`src/common/fbcfg_pkg.sv`:
```
// package for the fieldbus and boot configuration register bank
// assumes a 125 MHz single clock and 32-bit avalon data
package fbcfg_pkg;

    // ------------------------------------------------------------
    // register indices (byte address is index times four)
    // ------------------------------------------------------------
    localparam logic [15:0] IDX_ENC_BOOT_POS  = 16'h205A;
    localparam logic [15:0] IDX_STEP_MODE     = 16'h205B;
    localparam logic [15:0] IDX_BOOT_DELAY    = 16'h2084;
    localparam logic [15:0] IDX_PRESENCE      = 16'h2101;
    localparam logic [15:0] IDX_ENABLE_CTRL   = 16'h2102;
    localparam logic [15:0] IDX_SWITCH_MASK   = 16'h2103;
    localparam logic [15:0] IDX_ACTIVE_STAT   = 16'h2104;
    localparam logic [15:0] IDX_READY_STAT    = 16'h2105;

    // ------------------------------------------------------------
    // reset values and field layout
    // ------------------------------------------------------------
    localparam logic [31:0] RST_ZERO          = 32'h0000_0000;
    localparam logic [31:0] RST_LINK_MAP      = 32'h001B_0011;
    localparam int          PHYS_LO           = 0;
    localparam int          PHYS_HI           = 15;
    localparam int          PROTO_LO          = 16;
    localparam int          PROTO_HI          = 31;
    localparam int          USB_BIT           = 0;
    localparam int          DIFFERENTIAL_SERIAL_BIT = 1;
    localparam int          SINGLE_ENDED_SERIAL_BIT = 2;
    localparam int          CANOPEN_BIT       = 3;
    localparam int          ETHERNET_PHYS_BIT = 4;
    localparam int          INDUSTRIAL_ETHERNET_BIT = 5;
    localparam int          SPI_BIT           = 6;
    localparam int          SERIAL_REGISTER_PROTOCOL_BIT = 16;
    localparam int          TCP_REGISTER_PROTOCOL_BIT    = 17;
    localparam int          INDUSTRIAL_IP_PROTOCOL_BIT   = 18;
    localparam logic        MODE_CLOCK_DIR    = 1'b0;
    localparam logic        MODE_ROTATION     = 1'b1;

    // ------------------------------------------------------------
    // timing
    // ------------------------------------------------------------
    localparam int          CLK_FREQ_KHZ      = 125000;
    localparam int          MS_TIME           = 1;
    localparam int          CYCLES_PER_MS     = MS_TIME * CLK_FREQ_KHZ;

    typedef enum logic [1:0] {BOOT_CAPTURE, BOOT_WAIT, BOOT_READY} boot_t;
endpackage

```
`src/logic/fbcfg_regs.sv`:
```
// fieldbus and boot configuration register bank, avalon-mm slave
// assumes a synchronous master honouring waitrequest, one clock
//
// Notes on behaviour
// - boot position reads zero without absolute encoder
// - boot position captured once, signed, read only
// - mode 0 clock-direction, 1 rotation
// - wait boot delay ms before ready
// - low half interfaces, high half protocols
// - fixed bit positions per link
// - presence map read only, reset 001B0011
// - control word switches links, same positions
// - only masked links switch, active reported
// - control word resets to 001B0011
// - mask bit one means may deactivate
// - active bit one means link active
//
// The implementer's own choice: the Avalon-MM interface to the registers.
`timescale 1ns/1ns
module fbcfg_regs #(
    parameter logic [31:0] SWITCHABLE = 32'h0000_0000, // switch mask
    parameter int          MS_CYCLES  = fbcfg_pkg::CYCLES_PER_MS // ms
) (
    input  wire logic        clk,             // system clock
    input  wire logic        rst_b,           // async reset, active low
    input  wire logic [15:0] address,         // word index
    input  wire logic        read,            // read request
    input  wire logic        write,           // write request
    input  wire logic [31:0] writedata,       // write data
    input  wire logic [3:0]  byteenable,      // byte lanes
    output logic [31:0]      readdata,        // read data
    output logic             waitrequest,     // stall
    output logic [1:0]       response,        // 00 ok, 10 slave error
    input  wire logic        absEncoderFitted,// absolute encoder present
    input  wire logic signed [31:0] encoderPosUser, // position, user units
    output logic             stepRotationMode,// 1 rotation, 0 clock-dir
    output logic             deviceReady,     // boot delay elapsed
    output logic [31:0]      linkActive       // active fieldbus set
);
    import fbcfg_pkg::*;

    // ------------------------------------------------------------
    // decode helpers
    // ------------------------------------------------------------
    function automatic logic isMapped(input logic [15:0] a);
        case (a)
            IDX_ENC_BOOT_POS, IDX_STEP_MODE, IDX_BOOT_DELAY,
            IDX_PRESENCE, IDX_ENABLE_CTRL, IDX_SWITCH_MASK,
            IDX_ACTIVE_STAT, IDX_READY_STAT: isMapped = 1'b1;
            default: isMapped = 1'b0;
        endcase
    endfunction

    function automatic logic [31:0] laneMerge(input logic [31:0] old,
                                               input logic [31:0] d,
                                               input logic [3:0]  be);
        for (int i = 0; i < 4; i++) begin
            laneMerge[i*8 +: 8] = be[i] ? d[i*8 +: 8] : old[i*8 +: 8];
        end
    endfunction

    logic signed [31:0] encBootPos;
    logic [31:0]        stepMode;
    logic [31:0]        bootDelay;
    logic [31:0]        enableCtrl;
    logic [31:0]        presence;
    logic [31:0]        msCount;
    logic               msTick;
    logic               answered;
    logic               wrHit;
    boot_t              bootState;

    assign presence = RST_LINK_MAP;

    // ------------------------------------------------------------
    // bus handshake
    // ------------------------------------------------------------
    // one wait state: every request is answered on the second edge;
    // a write lands only at the edge where the master sees the answer
    assign waitrequest = (read | write) & ~answered;
    assign wrHit       = write & answered;

    always_ff @(posedge clk or negedge rst_b) begin
        if (!rst_b) begin
            answered <= 1'b0;
        end else begin
            answered <= (read | write) & ~answered;
        end
    end

    // read data and response registered on the first edge
    always_ff @(posedge clk or negedge rst_b) begin
        if (!rst_b) begin
            readdata <= RST_ZERO;
            response <= 2'h0;
        end else if ((read | write) & ~answered) begin
            response <= isMapped(address) ? 2'h0 : 2'h2;
            readdata <= RST_ZERO;
            if (read) begin
                case (address)
                    IDX_ENC_BOOT_POS: readdata <= encBootPos;
                    IDX_STEP_MODE:    readdata <= stepMode;
                    IDX_BOOT_DELAY:   readdata <= bootDelay;
                    IDX_PRESENCE:     readdata <= presence;
                    IDX_ENABLE_CTRL:  readdata <= enableCtrl;
                    IDX_SWITCH_MASK:  readdata <= SWITCHABLE;
                    IDX_ACTIVE_STAT:  readdata <= linkActive;
                    IDX_READY_STAT:   readdata <= {31'h0, deviceReady};
                    default:          readdata <= RST_ZERO;
                endcase
            end
        end
    end

    // ------------------------------------------------------------
    // writable registers
    // ------------------------------------------------------------
    // step mode selector
    always_ff @(posedge clk or negedge rst_b) begin
        if (!rst_b) begin
            stepMode <= RST_ZERO;
        end else if (wrHit && address == IDX_STEP_MODE) begin
            stepMode <= laneMerge(stepMode, writedata, byteenable);
        end
    end
    assign stepRotationMode = (stepMode[0] == MODE_ROTATION);

    always_ff @(posedge clk or negedge rst_b) begin
        if (!rst_b) begin
            bootDelay <= RST_ZERO;
        end else if (wrHit && address == IDX_BOOT_DELAY) begin
            bootDelay <= laneMerge(bootDelay, writedata, byteenable);
        end
    end

    always_ff @(posedge clk or negedge rst_b) begin
        if (!rst_b) begin
            enableCtrl <= RST_LINK_MAP;
        end else if (wrHit && address == IDX_ENABLE_CTRL) begin
            enableCtrl <= laneMerge(enableCtrl, writedata, byteenable);
        end
    end

    // ------------------------------------------------------------
    // boot sequence
    // ------------------------------------------------------------
    ms_tick #(.CYCLES(MS_CYCLES)) u_tick (
        .clk   (clk),
        .rst_b (rst_b),
        .tick  (msTick)
    );

    // capture position after release, then count delay in ms
    always_ff @(posedge clk or negedge rst_b) begin
        if (!rst_b) begin
            bootState  <= BOOT_CAPTURE;
            encBootPos <= RST_ZERO;
            msCount    <= RST_ZERO;
        end else begin
            case (bootState)
                BOOT_CAPTURE: begin
                    encBootPos <= absEncoderFitted ? encoderPosUser
                                                   : RST_ZERO;
                    bootState  <= BOOT_WAIT;
                end
                BOOT_WAIT: begin
                    if (msCount >= bootDelay) begin
                        bootState <= BOOT_READY;
                    end else if (msTick) begin
                        msCount <= msCount + 32'h0000_0001;
                    end
                end
                BOOT_READY: bootState <= BOOT_READY;
                default:    bootState <= BOOT_CAPTURE;
            endcase
        end
    end
    assign deviceReady = (bootState == BOOT_READY);

    // ------------------------------------------------------------
    // active fieldbus set
    // ------------------------------------------------------------
    // mask one means switchable
    link_switch #(.WIDTH(32)) u_switch (
        .clk        (clk),
        .rst_b      (rst_b),
        .enableCtrl (enableCtrl),
        .switchMask (SWITCHABLE),
        .presence   (presence),
        .activeSet  (linkActive)
    );

    // ------------------------------------------------------------
    // checks
    // ------------------------------------------------------------
    // fixed link layout
    chk_presence_fixed: assert property (@(posedge clk) disable iff (!rst_b)
        presence[USB_BIT] && presence[ETHERNET_PHYS_BIT]
        && presence[SERIAL_REGISTER_PROTOCOL_BIT]
        && presence[TCP_REGISTER_PROTOCOL_BIT]
        && !presence[INDUSTRIAL_IP_PROTOCOL_BIT]
        && presence[PROTO_HI:PROTO_LO] == RST_LINK_MAP[PROTO_HI:PROTO_LO]
        && presence[PHYS_HI:PHYS_LO] == RST_LINK_MAP[PHYS_HI:PHYS_LO])
        else $error("presence map changed");

    chk_boot_frozen: assert property (@(posedge clk) disable iff (!rst_b)
        bootState != BOOT_CAPTURE |=> $stable(encBootPos))
        else $error("boot position changed after capture");

    chk_no_encoder_zero: assert property (@(posedge clk) disable iff (!rst_b)
        bootState == BOOT_CAPTURE && !absEncoderFitted
        |=> encBootPos == RST_ZERO)
        else $error("boot position not zero without encoder");

    chk_mode_follows: assert property (@(posedge clk) disable iff (!rst_b)
        wrHit && address == IDX_STEP_MODE && byteenable[0]
        |=> stepRotationMode == $past(writedata[0]))
        else $error("step mode not updated");

    chk_ready_delay: assert property (@(posedge clk) disable iff (!rst_b)
        deviceReady |-> msCount >= bootDelay || $past(deviceReady))
        else $error("ready before delay");

    chk_presence_ro: assert property (@(posedge clk) disable iff (!rst_b)
        read && !answered && address == IDX_PRESENCE
        |=> readdata == RST_LINK_MAP)
        else $error("presence read wrong");

    chk_ctrl_write: assert property (@(posedge clk) disable iff (!rst_b)
        wrHit && address == IDX_ENABLE_CTRL && byteenable == 4'hF
        |=> enableCtrl == $past(writedata))
        else $error("control write lost");

    chk_fixed_hold: assert property (@(posedge clk) disable iff (!rst_b)
        (linkActive & ~SWITCHABLE) == (RST_LINK_MAP & ~SWITCHABLE))
        else $error("unswitchable link changed");

    chk_wait_one: assert property (@(posedge clk) disable iff (!rst_b)
        (read || write) && !answered |-> waitrequest ##1 !waitrequest)
        else $error("answer not after one wait state");
endmodule

```
`src/logic/link_switch.sv`:
```
// fieldbus active-set logic for one bit per link
// assumes the control word and mask come from the register bank
`timescale 1ns/1ns
module link_switch #(
    parameter int WIDTH = 32  // number of link bits
) (
    input  wire logic             clk,         // system clock
    input  wire logic             rst_b,       // async reset, active low
    input  wire logic [WIDTH-1:0] enableCtrl,  // software enable word
    input  wire logic [WIDTH-1:0] switchMask,  // bits that may switch
    input  wire logic [WIDTH-1:0] presence,    // bits fitted
    output logic      [WIDTH-1:0] activeSet    // links now active
);
    import fbcfg_pkg::*;

    // per-bit state: a bit follows control only when switchable
    genvar g;
    generate
        for (g = 0; g < WIDTH; g++) begin : gen_bit
            always_ff @(posedge clk or negedge rst_b) begin
                if (!rst_b) begin
                    activeSet[g] <= RST_LINK_MAP[g];
                end else if (switchMask[g]) begin
                    activeSet[g] <= enableCtrl[g] & presence[g];
                end
            end
        end
    endgenerate
endmodule

```
`src/logic/ms_tick.sv`:
```
// millisecond enable divider
// assumes one free-running clock; tick is a one-cycle pulse
`timescale 1ns/1ns
module ms_tick #(
    parameter int CYCLES = fbcfg_pkg::CYCLES_PER_MS  // cycles per tick
) (
    input  wire logic clk,    // system clock
    input  wire logic rst_b,  // async reset, active low
    output logic      tick    // one pulse per period
);
    import fbcfg_pkg::*;

    logic [31:0] count;

    // free-running divider, restarts after each tick
    always_ff @(posedge clk or negedge rst_b) begin
        if (!rst_b) begin
            count <= 32'h0000_0000;
            tick  <= 1'b0;
        end else if (count == 32'(CYCLES - 1)) begin
            count <= 32'h0000_0000;
            tick  <= 1'b1;
        end else begin
            count <= count + 32'h0000_0001;
            tick  <= 1'b0;
        end
    end
endmodule

```
`config.mk`:
```
export PLATFORM = sky130hd
export DESIGN_NAME = fbcfg_regs
export DESIGN_NICKNAME = d
export VERILOG_FILES = /design/src/common/fbcfg_pkg.sv /design/src/logic/fbcfg_regs.sv /design/src/logic/link_switch.sv /design/src/logic/ms_tick.sv
export SDC_FILE = /design/constraint.sdc
export NUM_CORES = 1
export LEC_CHECK = 0
export ABC_AREA = 1
export BUFFER_PORTS_ARGS = -buffer_cell sky130_fd_sc_hd__buf_2
export CORE_ASPECT_RATIO = 0.6
export CORE_UTILIZATION = 50
export DETAILED_ROUTE_END_ITERATION = 8
export PLACE_DENSITY = 0.7
export SYNTH_ARGS = -nofsm -noshare
export SYNTH_HDL_FRONTEND = slang
export SYNTH_HIERARCHICAL = 1
export SYNTH_SLANG_ARGS = --single-unit
export TNS_END_PERCENT = 30
```
`constraint.sdc`:
```
create_clock -name clk -period 2.02 [get_ports clk]
set_input_delay 0.404 -clock clk [delete_from_list [all_inputs] [get_ports clk]]
set_output_delay 0.404 -clock clk [all_outputs]
set_load 0.01 [all_outputs]
```
==> metrics.cfg, run 1 <==
[run_status]
outcome=complete, but fails checks
violations=DRC

[floorplanning]
die_h_um=134.7
dieArea_mm2=0.03007
std_cell_rows=48
die_x_um=223.2
core_mm2=0.02883
start_util=0.5092
io_pins=158

[clock_tree]
cts_max_path_buffers=3
cts_tree=done
cts_root_buf=clkbuf_16
clkSlewWorstSetupHoldPaths_ps=70
numCtsBuffers=26
clock_latency_ps=550
htree_levels=1
cts.sinks=261

[sta]
rsz0062_at_grt=true
hold_ws_ps=92.03
max_freq_mhz=504.6
period_share=0.9811
drv_slew=0
setup_viol=0
fin_ws_ps=38.17
fin_worst_skew_ps=12.71
hold_viol=0
fin_crit_ps=1982

[hold_path]
hold_path_class=input pin to flop

[setup_path]
worstPathMaxFanout=6
arrival_ps=2420
r2r_slack_ps=40
end_kind=flop
worstSetupStartpointType=flop
worstSetupPathType=flop to flop
cp.required_ps=2450

[synthesis]
yosysWarnings=6
seq_area_frac_synth=0.4460
synth_cells=1985
synth-xor-area-share=0.01551
synth_top_family_by_area=simple AND/OR/NAND/NOR gates
yosysUniqueCellTypes=35
synth-simple-area-share=0.3572
synth-compound-area-share=0.06206
muxShareOfSynthArea=0
synth_seq_cells=261
synth_fa_ha_area_frac=0.03239
netlist_area_mm2=0.01468
avgSynthCellArea_um2=7.394

[grt]
grt_max_degree=65
grt_pass1_wl_mm=65.82
grt_pass1_vias=12450
antenna_found_initial=0
grt-ovfl-total=0
grtUsageTotal=0.2732

[run]
maxCapViolCount=0

[cells_and_area]
drive_above_1_share=0.1888
fin_nets=2401
areaGrowthSynthToFinish_pct=22.25
final_area_mm2=0.01794
antenna_cells=0
fin_util=0.6224

[pwr]
p_per_area_mw_per_mm2=696.6
vdd_drop_max_uv=565.3
leakage_nw=9.462

[drt]
vias=13570
vias_per_cell=5.083
detail_route.first_pass.iterations=7
first_iter_violations=1386
route.detailed.wl_per_inst_um=15.27
drc=1
routed_wl_mm=40.75
ant_nets=0

[place]
place_hpwl_mm=29.99
gp_congestion=0.9592
dpl-instance-area_mm2=0.01657
post-place-ws_ps=-0.2460
port_buffers=156

-- synthesized netlist by cell type --
master / count / area [µm²]
xor2_1: 18 / 157.7
nand2_1: 620 / 2327
a21oi_1: 12 / 60.06
inv_2: 4 / 15.01
xnor2_1: 8 / 70.07
buf_1: 4 / 15.01
ha_1: 38 / 475.5
nor3_2: 2 / 20.02
nand2_4: 7 / 78.83
o21bai_1: 4 / 30.03
nor3_1: 1 / 5.000
o21ai_0: 37 / 185.2
nand4_1: 42 / 262.8
nor2_2: 7 / 43.79
nand3_1: 257 / 1286
dfstp_2: 12 / 315.3
buf_4: 7 / 52.55
o21a_1: 1 / 7.510
conb_1: 2 / 7.510
o21ai_1: 65 / 325.3
nor2_8: 2 / 40.04
nand2_2: 20 / 125.1
a21oi_2: 1 / 8.760
nor2_1: 202 / 758.2
buf_2: 32 / 160.2
nand3b_1: 17 / 127.6
o21ai_2: 32 / 280.3
a21o_1: 1 / 7.510
buf_6: 4 / 45.04
dfrtp_1: 249 / 6231
inv_1: 234 / 878.3
clkbuf_1: 27 / 101.4
nand3_2: 1 / 10.01
nor2_4: 14 / 157.7
o22ai_1: 1 / 6.260
-- state kept, by name (all words and copies together) (netlist names) --
register / flops
answered: 1
bootDelay: 32
bootState: 2
enableCtrl: 32
encBootPos: 32
msCount: 32
readdata: 32
response: 1
stepMode: 32
u_switch/activeSet: 32
u_tick/count: 32
u_tick/tick: 1
-- worst paths after layout --
path | startpoint | to | cells past startpoint
min in group asynchronous | rst_b | readdata[5] | 2
setup / recovery | bootDelay[29] | msCount[8] | 11
setup reg to reg | bootDelay[29] | msCount[8] | 11
hold reg to reg | u_tick/count[0] | u_tick/count[0] | 1
max in group asynchronous | rst_b | stepMode[26] | 3
hold / removal | encoderPosUser[11] | encBootPos[11] | 3
-- placed cells by master, fill, tap and decap left out, types with 3 or more instances in the layout --
| cell | instances |
|---|---|
| nand2_1 | 598 |
| nand3_1 | 256 |
| dfrtp_1 | 246 |
| inv_1 | 229 |
| nor2_1 | 199 |
| buf_2 | 155 |
| conb_1 | 97 |
| o21ai_1 | 67 |
| buf_4 | 66 |
| nand4_1 | 42 |
| nand2_2 | 36 |
| o21ai_0 | 35 |
| o21ai_2 | 32 |
| ha_1 | 29 |
| clkbuf_16 | 29 |
| xor2_1 | 18 |
| nor2_4 | 17 |
| nand3b_1 | 17 |
| nand2_4 | 13 |
| dfstp_2 | 12 |
| buf_12 | 11 |
| inv_2 | 9 |
| xnor2_1 | 8 |
| ha_4 | 8 |
| nor2_2 | 7 |
| a21oi_1 | 7 |
| clkinv_2 | 6 |
| a21oi_2 | 5 |
| bufinv_16 | 5 |
| clkbuf_8 | 4 |
| clkbuf_1 | 4 |
| o21bai_1 | 4 |
| buf_8 | 3 |
| dfrtp_2 | 3 |
-- cell families (layout without fill, tap and decap cells) --
family	Yosys count	in the layout
other	2	97
xor gates and xnor gates	26	26
DFF	261	261
adders and majority gates	38	38
and+or+nand+nor	1192	1192
buffers and inverters	312	526
AOI/OAI and AO/OA	154	154
-- routing by layer --
layer	share of wire	global-route usage	vias up
met1	0.50	0.4345	6320
met5	0	0	-
met3	0.077	0.05548	38
li1	-	-	6758
met2	0.41	0.3793	450
met4	0.013	0.05096	0
-- power breakdown --
group	internal, mW	switching, mW	total, mW
clock network	3.23	2.17	5.40
logic	0.431	1.03	1.46
registers	5.55	0.0936	5.64
total	9.21	3.29	12.5
-- cell type report --
cell class,count,area [µm²]
clock buffers,35,745.7
clock inverters,13,196.4
fillers,2567,10880
inverters,238,893.4
multi-input cells,1507,7470
flip-flops and latches,261,6550
well taps,375,469.2
repair buffers,240,1619
-- critical path: stages (launching register included) --
cell	delay (ps)
dfrtp_1	360
inv_1	60
ha_1	320
a21oi_2	150
nor2_1	50
nor2_1	80
nand2_1	90
a21oi_4	250
nand3_4	180
clkbuf_16	210
nand2_1	70
nand2_1	50
-- per-stage QoR --
stage          power (mW)  setup TNS (ps)  cells
6_report            12.50               0   2669
5_1_grt             12.97           -1503   2669
4_1_cts             12.52               0   2654
3_5_place_dp        7.144         -0.2460   2605
3_3_place_gp        7.089               0   2605
2_1_floorplan       6.502               0   2080
-- repair_timing --
item | 4_1_cts | 5_1_grt
setup buffers | 0 | 13
pin swaps | 0 | 12
setup endpoints to repair | 15 | 34
gates resized for setup | 1 | 64
hold buffers | 1 | 0
hold endpoints to repair | 35 | 0
gates cloned | 0 | 2
No activity file was read; power rests on OpenSTA's default activity.
==> run 2, diff against run 1 <==
--- a/config.mk
+++ b/config.mk
@@ -11,6 +11,7 @@
 export CORE_UTILIZATION = 50
 export DETAILED_ROUTE_END_ITERATION = 8
 export PLACE_DENSITY = 0.7
+export REMOVE_ABC_BUFFERS = 1
 export SYNTH_ARGS = -nofsm -noshare
 export SYNTH_HDL_FRONTEND = slang
 export SYNTH_HIERARCHICAL = 1
==> run 2 against run 1 <==
The flow now finishes without violations. Maximum frequency rose by 2.1%. Utilization decreased by 0.14 points. Clock skew increased by 6.8 ps. Critical path type unchanged.
==> metrics.cfg, run 2 (synthesis results as in run 1) <==
[cells_and_area]
n_fill_cell=2576  ; +0.35%
final_common_cell=nand2_1
multi_input_comb_area_mm2=0.007412  ; -0.77%
final_cell_mix=nand2_1 (611), nand3_1 (255), dfrtp_1 (248)
drive_above_1_share=0.1840  ; -0.004725
seq_area_mm2=0.006548  ; about the same
fin_util=0.6210  ; -0.001432
fin_nets=2413  ; +0.50%
areaGrowthSynthToFinish_pct=21.97

[drt]
ant_nets=0  ; unchanged
route.detailed.wl_per_inst_um=15.58  ; +2.0%
vias=13680  ; +0.84%
vias_per_cell=5.104  ; +0.43%
drc=0  ; -1
first_iter_violations=1123  ; -19%
detail_route.first_pass.iterations=5  ; -2
routed_wl_mm=41.75  ; +2.5%

[pwr]
switching_share=0.2771  ; +0.01385
p_switching_mw=3.275  ; -0.46%
leakage_nw=9.460  ; about the same
p_per_area_mw_per_mm2=660.2  ; -5.2%
finalPower_mw=11.82  ; -5.4%
pwr-share-comb=0.126  ; +0.009
seqPwrFrac=0.477  ; +0.026
clkPwrFrac=0.397  ; -0.035
internal-power_mw=8.543  ; -7.2%
vdd_drop_max_uv=583.4  ; +3.2%

[place]
post-place-ws_ps=-43.84  ; -43.59 ps
place_hpwl_mm=30.34  ; +1.2%
gp_congestion=0.9623  ; +0.32%
port_buffers=156  ; unchanged

[run]
maxCapViolCount=0  ; unchanged

[clock_tree]
cts_root_buf=clkbuf_16
htree_levels=1  ; unchanged
clkSlewWorstSetupHoldPaths_ps=60  ; about the same
clock_latency_ps=560  ; about the same
cts_tree=done
cts.sinks=261  ; unchanged
numCtsBuffers=26  ; unchanged
cts_max_path_buffers=3  ; unchanged

[sta]
worst_pin_slew_ps=536.5
fin_ws_ps=79.43  ; +41.26 ps
rsz0062_at_grt=true
slew_headroom=0.6423
setup_viol=0  ; unchanged
fin_crit_ps=1941  ; -41.26 ps
fin_worst_skew_ps=19.47  ; +6.758 ps
period_share=0.9607  ; -0.02043
max_freq_mhz=515.3  ; +2.1%
hold_viol=0  ; unchanged
drv_slew=0  ; unchanged
hold_ws_ps=75.86  ; -16.16 ps

[floorplanning]
die_h_um=134.7  ; unchanged
start_util=0.5092  ; unchanged
io_pins=158  ; unchanged
core_mm2=0.02883  ; unchanged
dieArea_mm2=0.03007  ; unchanged
die_x_um=223.2  ; unchanged
std_cell_rows=48  ; unchanged

[setup_path]
worstPathMaxFanout=8  ; +2
end_kind=flop
worstSetupStartpointType=flop
r2r_slack_ps=80  ; +40 ps
cp.required_ps=2450  ; about the same
arrival_ps=2370  ; -50 ps
worstSetupPathType=flop to flop

[grt]
grt_pass1_wl_mm=66.41  ; +0.90%
antenna_found_initial=1  ; +1
grt_max_degree=55  ; -15%
grt_pass1_vias=12480  ; +0.24%
grtUsageTotal=0.2782  ; +0.005007
grt-ovfl-total=0  ; unchanged

[run_status]
outcome=finished clean

[hold_path]
hold_path_class=input pin to flop

[run 2: path summary, 6_finish.rpt]
path                                          end         startpoint  depth (start not counted)
max                                   msCount[23]        msCount[27]                          9
min                                 encBootPos[9]  encoderPosUser[9]                          3
max reg2reg                           msCount[23]        msCount[27]                          9
min reg2reg                       u_tick/count[0]    u_tick/count[0]                          1
max in group asynchronous  u_switch/activeSet[20]              rst_b                          3
min in group asynchronous           encBootPos[6]              rst_b                          2
[run 2: power by group through the flow]
| stage | Sequential (mW) | Clock [mW] | Combinational [mW] |
|---|---|---|---|
| floorplan | 5.71 | 0 | 0.721 |
| global placement | 5.72 | 0 | 1.42 |
| detailed placement | 5.73 | 0 | 1.45 |
| CTS | 5.64 | 4.78 | 1.46 |
| global route | 5.67 | 5.00 | 1.69 |
| finish | 5.64 | 4.69 | 1.49 |
[run 2: metal layers]
layer / GRT usage / vias to the layer above / share of wire
met5: 0 / - / 0
met4: 0.04138 / 0 / 0.013
met3: 0.04417 / 48 / 0.081
met2: 0.4035 / 466 / 0.41
met1: 0.4403 / 6371 / 0.50
li1: - / 6795 / -
[run 2: area by class of cell]
| type | instances | share of cell area |
|---|---|---|
| clock buffers | 40 | 0.04207 |
| well taps | 375 | 0.02621 |
| flip-flops and latches | 261 | 0.3657 |
| multi-input cells | 1507 | 0.4140 |
| diodes | 1 | 0.0001398 |
| repair buffers | 252 | 0.09924 |
| inverters | 238 | 0.04990 |
| clock inverters | 6 | 0.002656 |
[run 2: critical path, cell delays in order, from the launching register on]
cell and delay, ps:
dfrtp_1 390, ha_1 310, a21o_1 180, o21ai_1 140, nand2_2 110, a21oi_4 190, nand3_4 170, clkbuf_16 220
nand2_1 60, nand2_1 50
[run 2: through the flow]
stage	instance area [µm²]	setup TNS [ps]	instances
final	17900	0	2680
after detailed placement	16750	-784.1	2618
after CTS	17580	0	2667
after global placement	16750	0	2618
after floorplan	14660	-174010	2006
after global routing	17900	-339.9	2679
[run 2: what timing repair did]
| item | CTS | global route |
|---|---|---|
| hold buffers | 1 | 0 |
| resized for setup | 1 | 38 |
| buffers inserted | 2 | 9 |
| pin swaps | 1 | 15 |
| setup endpoints to repair | 33 | 34 |
| hold endpoints to repair | 39 | 0 |
| gates cloned | 0 | 3 |
